===== src/shared/clc_pkg.sv =====
// Purpose: Constants and types for the configurable logic cell
// Assumes: AHB-Lite register access, 32-bit data, one aligned word per register
// Notes: Configuration word fields are placed by the offsets below
package clc_pkg;
  // Register byte offsets
  localparam logic [7:0] CLC_CFG_OFF = 8'h00;
  localparam logic [7:0] CLC_LUT_OFF = 8'h04;
  localparam logic [7:0] CLC_STAT_OFF = 8'h08;
  // Reset values
  localparam logic [31:0] CLC_CFG_RST = 32'h0000_0000;
  localparam logic [15:0] CLC_LUT_RST = 16'h0000;
  // Configuration field positions
  localparam int CLC_F_MODE = 0;
  localparam int CLC_F_FF = 2;
  localparam int CLC_F_BYP = 4;
  localparam int CLC_F_OUTA = 5;
  localparam int CLC_F_OUTB = 6;
  localparam int CLC_F_CASC_EN = 7;
  localparam int CLC_F_CASC_OR = 8;
  localparam int CLC_F_CLK_SRC = 9;
  localparam int CLC_F_CLR_SRC = 11;
  localparam int CLC_F_CTL = 13;
  localparam int CLC_F_POS = 16;
  localparam int CLC_F_FINAL = 20;
  // Chain geometry
  localparam logic [3:0] CLC_POS_FIRST = 4'h1;
  localparam logic [3:0] CLC_POS_LAST = 4'hA;
  // Cell cost of native and emulated control schemes
  localparam logic [2:0] CLC_COST_NATIVE = 3'h1;
  localparam logic [2:0] CLC_COST_EMUL = 3'h4;
  // Operating modes, storage types, signal sources, control schemes
  typedef enum logic [1:0] {CLC_NORMAL, CLC_ARITH, CLC_COUNTER, CLC_MODE_RSVD} clc_mode_t;
  typedef enum logic [1:0] {CLC_FF_D, CLC_FF_T, CLC_FF_JK, CLC_FF_SR} clc_ff_t;
  typedef enum logic [1:0] {CLC_SRC_GLOBAL, CLC_SRC_PIN, CLC_SRC_INTERNAL, CLC_SRC_OFF} clc_src_t;
  typedef enum logic [2:0] {
    CLC_CTL_CLR, CLC_CTL_PRE, CLC_CTL_PRE_CLR, CLC_CTL_ALOAD, CLC_CTL_PRE_LOAD
  } clc_ctl_t;
  // AHB-Lite encodings
  localparam logic [1:0] CLC_HTRANS_NONSEQ = 2'h2;
  localparam logic [1:0] CLC_HTRANS_SEQ = 2'h3;
  localparam logic CLC_HRESP_OKAY = 1'h0;
endpackage


===== src/hw/clc_cell.sv =====
// Purpose: One configurable logic cell with lookup table, storage element and chains
// Assumes: All cell and group inputs synchronous to hclk; a cell clock event is a
//          cycle in which the selected tick source is high
// Notes: Configuration over AHB-Lite; zero wait states, always OKAY
// Functional notes
// - Storage element acts as D, T, JK, SR
// - Clock and clear sources are selectable
// - Bypass lets lookup result drive outputs
// - Two outputs, each lookup or register
// - Chains link cells 1 to 10, across groups
// - Carry in feeds lookup and onward chain
// - Group hops keep even or odd parity
// - n-bit adder uses n+1 cells
// - Adder register bypassed or accumulating
// - Exactly one of three modes active
// - Seven inputs routed by mode
// - Group-wide controls drive storage in every mode
// - Counter: two 3-input tables, load mux, clear gate
// - Sync clear or load beats cascade value
// - Sync clear beats sync load
// - Arithmetic mode gives registered and raw result
// - Native clear; other async controls cost four cells
// - Preset plus load state unknown after clear
// - Chip-wide clear overrides all register controls
// - Emulated preset registers, except preset plus load, preset on chip clear
// - Cascade combines neighbouring lookup results
//
// The placing of the registers and the AHB-Lite register port are this design's own decisions.
`timescale 1ns/10ps
module clc_cell #(
  parameter bit GCLR_EN = 1'b1
) (
  input wire logic hclk,
  input wire logic hresetn,
  input wire logic hsel,
  input wire logic [31:0] haddr,
  input wire logic [1:0] htrans,
  input wire logic hwrite,
  input wire logic [2:0] hsize,
  input wire logic [31:0] hwdata,
  input wire logic hready,
  output logic [31:0] hrdata,
  output logic hreadyout,
  output logic hresp,
  input wire logic [3:0] data_in,
  input wire logic carry_in,
  input wire logic cascade_in,
  input wire logic tick_global,
  input wire logic tick_pin,
  input wire logic tick_internal,
  input wire logic clr_global,
  input wire logic clr_pin,
  input wire logic clr_internal,
  input wire logic grp_apreset,
  input wire logic grp_aload,
  input wire logic grp_aload_data,
  input wire logic grp_sclr,
  input wire logic grp_sload,
  input wire logic grp_sload_data,
  input wire logic grp_ena,
  input wire logic global_register_clear_n,
  output logic out_a,
  output logic out_b,
  output logic carry_out,
  output logic carry_hop_out,
  output logic cascade_out,
  output logic cells_used_emul
);

  logic [31:0] cfg_r;
  logic [15:0] lut_r;
  logic q_r;
  logic q_unknown_r;
  logic q_nxt;
  logic unknown_nxt;
  logic wr_pend_r;
  logic [7:0] wr_addr_r;
  logic [31:0] hrdata_r;

  // Configuration decode
  wire clc_pkg::clc_mode_t mode_raw = clc_pkg::clc_mode_t'(cfg_r[clc_pkg::CLC_F_MODE +: 2]);
  wire clc_pkg::clc_ff_t ff_type = clc_pkg::clc_ff_t'(cfg_r[clc_pkg::CLC_F_FF +: 2]);
  wire clc_pkg::clc_src_t clk_src = clc_pkg::clc_src_t'(cfg_r[clc_pkg::CLC_F_CLK_SRC +: 2]);
  wire clc_pkg::clc_src_t clr_src = clc_pkg::clc_src_t'(cfg_r[clc_pkg::CLC_F_CLR_SRC +: 2]);
  wire [2:0] ctl_raw = cfg_r[clc_pkg::CLC_F_CTL +: 3];
  wire bypass = cfg_r[clc_pkg::CLC_F_BYP];
  wire outa_reg = cfg_r[clc_pkg::CLC_F_OUTA];
  wire outb_reg = cfg_r[clc_pkg::CLC_F_OUTB];
  wire casc_en = cfg_r[clc_pkg::CLC_F_CASC_EN];
  wire casc_or = cfg_r[clc_pkg::CLC_F_CASC_OR];
  wire [3:0] cell_pos = cfg_r[clc_pkg::CLC_F_POS +: 4];
  wire final_cell = cfg_r[clc_pkg::CLC_F_FINAL];

  // Reserved mode code falls back to normal so one mode is always in force
  wire clc_pkg::clc_mode_t mode =
    (mode_raw == clc_pkg::CLC_MODE_RSVD) ? clc_pkg::CLC_NORMAL : mode_raw;
  wire is_norm = (mode == clc_pkg::CLC_NORMAL);
  wire is_arith = (mode == clc_pkg::CLC_ARITH);
  wire is_cnt = (mode == clc_pkg::CLC_COUNTER);
  wire clc_pkg::clc_ctl_t ctl =
    (ctl_raw > 3'(clc_pkg::CLC_CTL_PRE_LOAD)) ? clc_pkg::CLC_CTL_CLR : clc_pkg::clc_ctl_t'(ctl_raw);

  // Lookup tables; low half = sum/count table, high half = carry table
  wire op_a = is_cnt ? q_r : data_in[0];
  wire op_b = is_cnt ? data_in[0] : data_in[1];
  wire [2:0] idx3 = {op_a, op_b, carry_in};
  wire lut_sum = lut_r[{1'b0, idx3}];
  wire lut_carry = lut_r[{1'b1, idx3}];
  wire lut_norm = lut_r[data_in];
  wire lut_res = is_norm ? lut_norm : lut_sum;

  // Final adder cell puts the incoming carry onto routing
  wire cell_val_raw = final_cell ? carry_in : lut_res;
  wire casc_comb = casc_or ? (cascade_in | cell_val_raw) : (cascade_in & cell_val_raw);
  wire cell_val = casc_en ? casc_comb : cell_val_raw;

  // Carry continues through normal cells, generated in arithmetic and counter cells
  wire carry_gen = is_norm ? carry_in : lut_carry;
  wire last_in_group = (cell_pos == clc_pkg::CLC_POS_LAST);
  assign carry_out = last_in_group ? 1'b0 : carry_gen;
  // Last cell hands carry to same-parity group two ahead
  assign carry_hop_out = last_in_group ? carry_gen : 1'b0;
  assign cascade_out = cell_val;

  // Source selection
  wire tick = (clk_src == clc_pkg::CLC_SRC_GLOBAL) ? tick_global :
              (clk_src == clc_pkg::CLC_SRC_PIN) ? tick_pin :
              (clk_src == clc_pkg::CLC_SRC_INTERNAL) ? tick_internal : 1'b0;
  wire aclr = (clr_src == clc_pkg::CLC_SRC_GLOBAL) ? clr_global :
              (clr_src == clc_pkg::CLC_SRC_PIN) ? clr_pin :
              (clr_src == clc_pkg::CLC_SRC_INTERNAL) ? clr_internal : 1'b0;

  // Storage element function
  wire k_in = data_in[3];
  wire ff_val = (ff_type == clc_pkg::CLC_FF_D) ? cell_val :
                (ff_type == clc_pkg::CLC_FF_T) ? (q_r ^ cell_val) :
                (ff_type == clc_pkg::CLC_FF_JK) ? ((cell_val & ~q_r) | (~k_in & q_r)) :
                (cell_val | (~k_in & q_r));
  // Clear gate after load mux, both after cascade
  wire load_mux = grp_sload ? grp_sload_data : ff_val;
  wire sync_val = ~grp_sclr & load_mux;

  // Asynchronous controls per scheme; only clear is native
  wire preset_scheme = (ctl == clc_pkg::CLC_CTL_PRE) || (ctl == clc_pkg::CLC_CTL_PRE_CLR) ||
                       (ctl == clc_pkg::CLC_CTL_PRE_LOAD);
  wire load_scheme = (ctl == clc_pkg::CLC_CTL_ALOAD) || (ctl == clc_pkg::CLC_CTL_PRE_LOAD);
  wire a_clear = aclr && (ctl != clc_pkg::CLC_CTL_PRE) && (ctl != clc_pkg::CLC_CTL_PRE_LOAD);
  wire a_preset = preset_scheme && (ctl == clc_pkg::CLC_CTL_PRE ? aclr : grp_apreset);
  wire a_load = load_scheme && grp_aload;
  wire gclr = GCLR_EN && !global_register_clear_n;
  wire gclr_val = preset_scheme && (ctl != clc_pkg::CLC_CTL_PRE_LOAD);
  assign cells_used_emul = (ctl != clc_pkg::CLC_CTL_CLR);
  wire [2:0] cells_used = cells_used_emul ? clc_pkg::CLC_COST_EMUL : clc_pkg::CLC_COST_NATIVE;
  // Synchronous path is taken at this edge
  wire sync_go = !gclr && !a_clear && !a_preset && !a_load && tick && grp_ena;

  always_comb begin
    q_nxt = q_r;
    unknown_nxt = q_unknown_r;
    if (gclr) begin
      q_nxt = gclr_val;
      unknown_nxt = (ctl == clc_pkg::CLC_CTL_PRE_LOAD);
    end else if (a_clear) begin
      q_nxt = 1'b0;
      unknown_nxt = 1'b0;
    end else if (a_preset) begin
      q_nxt = 1'b1;
      unknown_nxt = 1'b0;
    end else if (a_load) begin
      q_nxt = grp_aload_data;
      unknown_nxt = 1'b0;
    end else if (tick && grp_ena) begin
      q_nxt = sync_val;
      unknown_nxt = 1'b0;
    end
  end

  always_ff @(posedge hclk or negedge hresetn) begin
    if (!hresetn) begin
      q_r <= 1'b0;
      q_unknown_r <= 1'b0;
    end else begin
      q_r <= q_nxt;
      q_unknown_r <= unknown_nxt;
    end
  end

  // Outputs: bypass forces lookup result; arithmetic can show both at once
  wire comb_val = cell_val;
  assign out_a = (outa_reg && !bypass) ? q_r : comb_val;
  assign out_b = (outb_reg && !bypass) ? q_r : comb_val;

  // AHB-Lite slave, zero wait states
  wire [1:0] ht = htrans;
  wire addr_ph = hsel && hready &&
    ((ht == clc_pkg::CLC_HTRANS_NONSEQ) || (ht == clc_pkg::CLC_HTRANS_SEQ));
  wire [7:0] a8 = haddr[7:0];
  wire hit_cfg = (a8 == clc_pkg::CLC_CFG_OFF);
  wire hit_lut = (a8 == clc_pkg::CLC_LUT_OFF);
  wire hit_stat = (a8 == clc_pkg::CLC_STAT_OFF);
  wire [31:0] stat_word = {21'h00_0000, cells_used, q_unknown_r, cascade_out,
                           carry_hop_out, carry_out, out_b, out_a, q_r, lut_res};
  wire [31:0] rd_word = hit_cfg ? cfg_r :
                        hit_lut ? {16'h0000, lut_r} :
                        hit_stat ? stat_word : 32'h0000_0000;
  wire wr_cfg = wr_pend_r && (wr_addr_r == clc_pkg::CLC_CFG_OFF);
  wire wr_lut = wr_pend_r && (wr_addr_r == clc_pkg::CLC_LUT_OFF);

  always_ff @(posedge hclk or negedge hresetn) begin
    if (!hresetn) begin
      wr_pend_r <= 1'b0;
      wr_addr_r <= 8'h00;
      hrdata_r <= 32'h0000_0000;
    end else begin
      wr_pend_r <= addr_ph && hwrite;
      wr_addr_r <= a8;
      hrdata_r <= (addr_ph && !hwrite) ? rd_word : hrdata_r;
    end
  end

  always_ff @(posedge hclk or negedge hresetn) begin
    if (!hresetn) begin
      cfg_r <= clc_pkg::CLC_CFG_RST;
      lut_r <= clc_pkg::CLC_LUT_RST;
    end else begin
      cfg_r <= wr_cfg ? {10'h000, hwdata[21:0]} : cfg_r;
      lut_r <= wr_lut ? hwdata[15:0] : lut_r;
    end
  end

  assign hrdata = hrdata_r;
  assign hreadyout = 1'b1;
  assign hresp = clc_pkg::CLC_HRESP_OKAY;
endmodule // clc_cell


===== config.mk =====
export PLATFORM = sky130hd
export DESIGN_NAME = clc_cell
export DESIGN_NICKNAME = d
export VERILOG_FILES = /design/src/shared/clc_pkg.sv /design/src/hw/clc_cell.sv
export SDC_FILE = /design/constraint.sdc
export NUM_CORES = 1
export LEC_CHECK = 0
export BUFFER_PORTS_ARGS = -buffer_cell sky130_fd_sc_hd__buf_4
export CAP_MARGIN = 25
export CORE_MARGIN = 3
export CORE_UTILIZATION = 45
export DETAILED_ROUTE_END_ITERATION = 6
export HOLD_SLACK_MARGIN = 0.06
export PLACE_DENSITY = 0.87
export REMOVE_ABC_BUFFERS = 1
export SLEW_MARGIN = 20
export SYNTH_ARGS = -nofsm -noshare
export SYNTH_HDL_FRONTEND = slang
export SYNTH_SLANG_ARGS = --single-unit

===== constraint.sdc =====
create_clock -name hclk -period 2.8 [get_ports hclk]
set_input_delay 0.56 -clock hclk [delete_from_list [all_inputs] [get_ports hclk]]
set_output_delay 0.56 -clock hclk [all_outputs]
set_load 0.01 [all_outputs]

==> results.toml <==
[synth]
synthArstFlopShare_pct = 100.0
synth_area_mm2 = 0.003664
synthFlopType = "dfrtp_1"
synth_simple_gate_area_share_pct = 14.45
synth.avg_cell_area_um2 = 11.03
yosysUniqueCellTypes = 51
synth_cells = 332
synthAdderAreaFrac_pct = 0.6831
yosys_warnings = 0
synthTopCellsByArea = "dfrtp_1 (48%), mux2_2 (11%), mux2i_1 (3.3%)"
yosysSeqAreaShare_pct = 48.50
synth_top_family_by_area = "multiplexers"
synth_xor_area_share_pct = 1.195
synth_edf_count = 0
synth-compound-area-share_pct = 11.61
ys_ff_latch = 71
yosysTopAreaCellShare_pct = 48.50
synthMuxAreaShare_pct = 18.65
synth_largest_area_cell = "dfrtp_1"

[critical_path]
cp_max_fo = 5
reg2reg_depth = 14
worstSetupPathType = "flop to output pin"
cp-start-kind = "flop"
cp_data_required_time_ns = 2.24
reg2reg_from = "cfg_r[0]$_DFFE_PN0P_"
worstPathArrival_ns = 2.51
worst_r2r_endpoint = "q_r$_DFFE_PN0P_"
r2r_slack_ns = -0.11
worst_setup_path_end_kind = "output pin"

[sta]
skew_ns = 0.01259
finalCritPeriodShare_pct = 109.6
fmax_ghz = 0.3259
finalHoldViolations = 0
tightest_slew_ns = 0.9337
min_period_ns = 3.069
setup_slack_ns = -0.2685
maxSlewViolCount = 0
rsz0062_at_grt = "yes"
fin_hold_ws_ns = 0.3157
relSlewSlack_pct = 36.90
setup-violations-final = 6

[pwr]
sequentialPowerShare_pct = 43.9
p_switching_w = 0.0005991
powerDensity_mw_per_mm2 = 512.8
power_leakage_nw = 2.317
intPower_w = 0.001933
p_sw_share_pct = 23.66
p_comb_share_pct = 15.7
ir_worst_vdd_uv = 241.0
power.share.clock_pct = 40.4
power.total_w = 0.002532

[floorplanning]
core_mm2 = 0.007807
die_h_um = 96.23
num_io_pins = 134
start_util_pct = 46.92
row_count = 32
die_area_mm2 = 0.009260
die_w_um = 96.23

[global_route]
gr-usage-all-layers_pct = 21.55
grt_pass1_wl_um = 15040
grt_max_degree = 72
grt_pass1_vias = 3137
grt_antenna_before_repair = 0
grt-ovfl-total = 0

[worst_hold_path]
hp-class = "input pin to async pin"

[clock_network]
clockRootBuffer = "clkbuf_8"
clkTransAtPathRegs_ns = 0.08
clock_latency_ns = 0.35
holdBufCountCts = 0
cts-htree-levels = 3
cts_buffer_depth = 2
cts_sinks = 71
cts_tree = "yes"
cts_buffers = 9

[detailed_routing]
drt_first_pass_iters = 4
drt-total-wl_um = 9611
vias = 3050
wl_per_cell_um = 17.41
drc = 0
drt_iter0_drc = 94
ant_nets = 0
viasPerCell = 5.525

[cells_and_area]
fill_cells = 613
register_area_mm2 = 0.001777
antenna_cells = 0
fin_nets = 541
final_util_pct = 63.24
drive_above_1_share_pct = 42.89
syn_to_final_growth_pct = 34.77
multi_input_area_mm2 = 0.001843
fin_cells = 552

[run]
max-cap-violations = 0

[outcome]
failed_checks = "setup timing"
status = "complete, but fails checks"

[placement]
hpwl_um = 6957
dp_slack_ns = -0.3593
gp_congestion = 0.9299
io_buffer_count = 83
post-place-cells = 525
[through the flow]
stage	area (um^2)	TNS [ns]
2_1_floorplan	3551	-0.3184
3_3_place_gp	4484	-0.6831
3_5_place_dp	4484	-0.8033
4_1_cts	4916	-1.512
5_1_grt	4937	-1.796
6_report	4937	-1.090
[how the worst max path moves through the flow]
stage                                     from              end  slack, ns  cells past startpoint
after detailed placement            data_in[1]  q_r$_DFFE_PN0P_      -0.36                     11
after CTS                 cfg_r[0]$_DFFE_PN0P_            out_a      -0.27                     10
after global placement              data_in[1]  q_r$_DFFE_PN0P_      -0.29                     11
final                     cfg_r[0]$_DFFE_PN0P_            out_a      -0.27                     10
after floorplan           cfg_r[0]$_DFFE_PN0P_  q_r$_DFFE_PN0P_      -0.32                     13
after global routing      cfg_r[0]$_DFFE_PN0P_            out_a      -0.38                     10
[cells in the final DEF, fill, tap and decap left out, drive strengths merged, types with 2 or more instances in the layout]
cell type and n:
o31ai 2, buf 118, nor2b 5, nor4 5, and3b 2, and2 2, or3 3, o21a 4
nand2b 5, a221oi 12, nand2 27, a21oi 9, ha 2, conb 12, nor3 5, nand3 5
mux2 40, o21ai 20, mux4 5, nor2 30, mux2i 12, xor2 2, clkinv 2, nand3b 4
bufinv 3, dfrtp 71, clkbuf 11, nor4bb 2, xnor2 3, inv 6, nor3b 5, o221ai 2
[flip-flops by register name, indices dropped and copies added, names as in the netlist]
signal / flops
cfg_r: 22
hrdata: 22
lut_r: 16
q_r: 1
q_unknown_r: 1
wr_addr_r: 8
wr_pend_r: 1
[cells in the mapped netlist, types with 2 or more instances]
cell	number
ha_1	2
conb_1	2
or3_1	3
and3b_1	2
mux2_2	36
nor4_1	5
nor3_1	4
inv_1	6
buf_4	12
mux2_1	4
xor2_1	2
xnor2_1	3
nand3_1	5
o21a_1	4
o221ai_1	2
clkbuf_1	13
mux4_2	5
nand3b_1	4
nand2b_1	5
dfrtp_1	71
nand2_1	27
o21ai_0	10
mux2i_1	12
nor2b_1	5
and2_1	2
a21oi_1	9
a221oi_1	11
nor4bb_1	2
nor2_1	30
nor3b_1	4
o21ai_1	10
[final cells by class]
type | instances | share of cell area (%)
Tap cell | 102 | 2.585
Timing Repair Buffer | 118 | 18.47
Clock buffer | 11 | 3.066
Clock inverter | 5 | 2.103
Inverter | 6 | 0.4562
Multi-Input combinational cell | 239 | 37.33
Sequential cell | 71 | 35.99
[power groups by stage]
stage	Sequential (W)	Combinational, W	Clock (W)
2_1_floorplan	0.00114	0.000132	0
3_3_place_gp	0.00113	0.000341	0
3_5_place_dp	0.00113	0.000351	0
4_1_cts	0.00111	0.000396	0.00104
5_1_grt	0.00112	0.000434	0.00108
6_report	0.00111	0.000397	0.00102
[logic make-up after synthesis]
group                      after synthesis
buffers and inverters                   32
muxes                                   57
and+or+nand+nor                        103
xor gates and xnor gates                 5
adders and majority gates                2
AOI/OAI and AO/OA                       60
DFF                                     71
other                                    2
[routing by layer]
| metal | wire (um) | track usage (%) |
|---|---|---|
| met4 | 159 | 7.701 |
| met5 | 0 | 0 |
| met2 | 4899 | 36.69 |
| met3 | 529 | 5.473 |
| met1 | 4022 | 26.34 |
[critical path, stage by stage, from the launching register on]
cell     delay, ns
dfrtp_1       0.39
inv_2         0.08
ha_4          0.16
mux2i_4       0.28
buf_6         0.13
mux2i_1       0.08
a221o_1       0.35
o31ai_4       0.30
buf_6         0.15
mux2_4        0.14
buf_6         0.09
[timing repair]
item                       in CTS  in global routing
buffers inserted               13                  1
resized for setup              17                  8
pin swaps                       9                  6
setup endpoints to repair       6                  8
(Power assumes the default switching activity.)
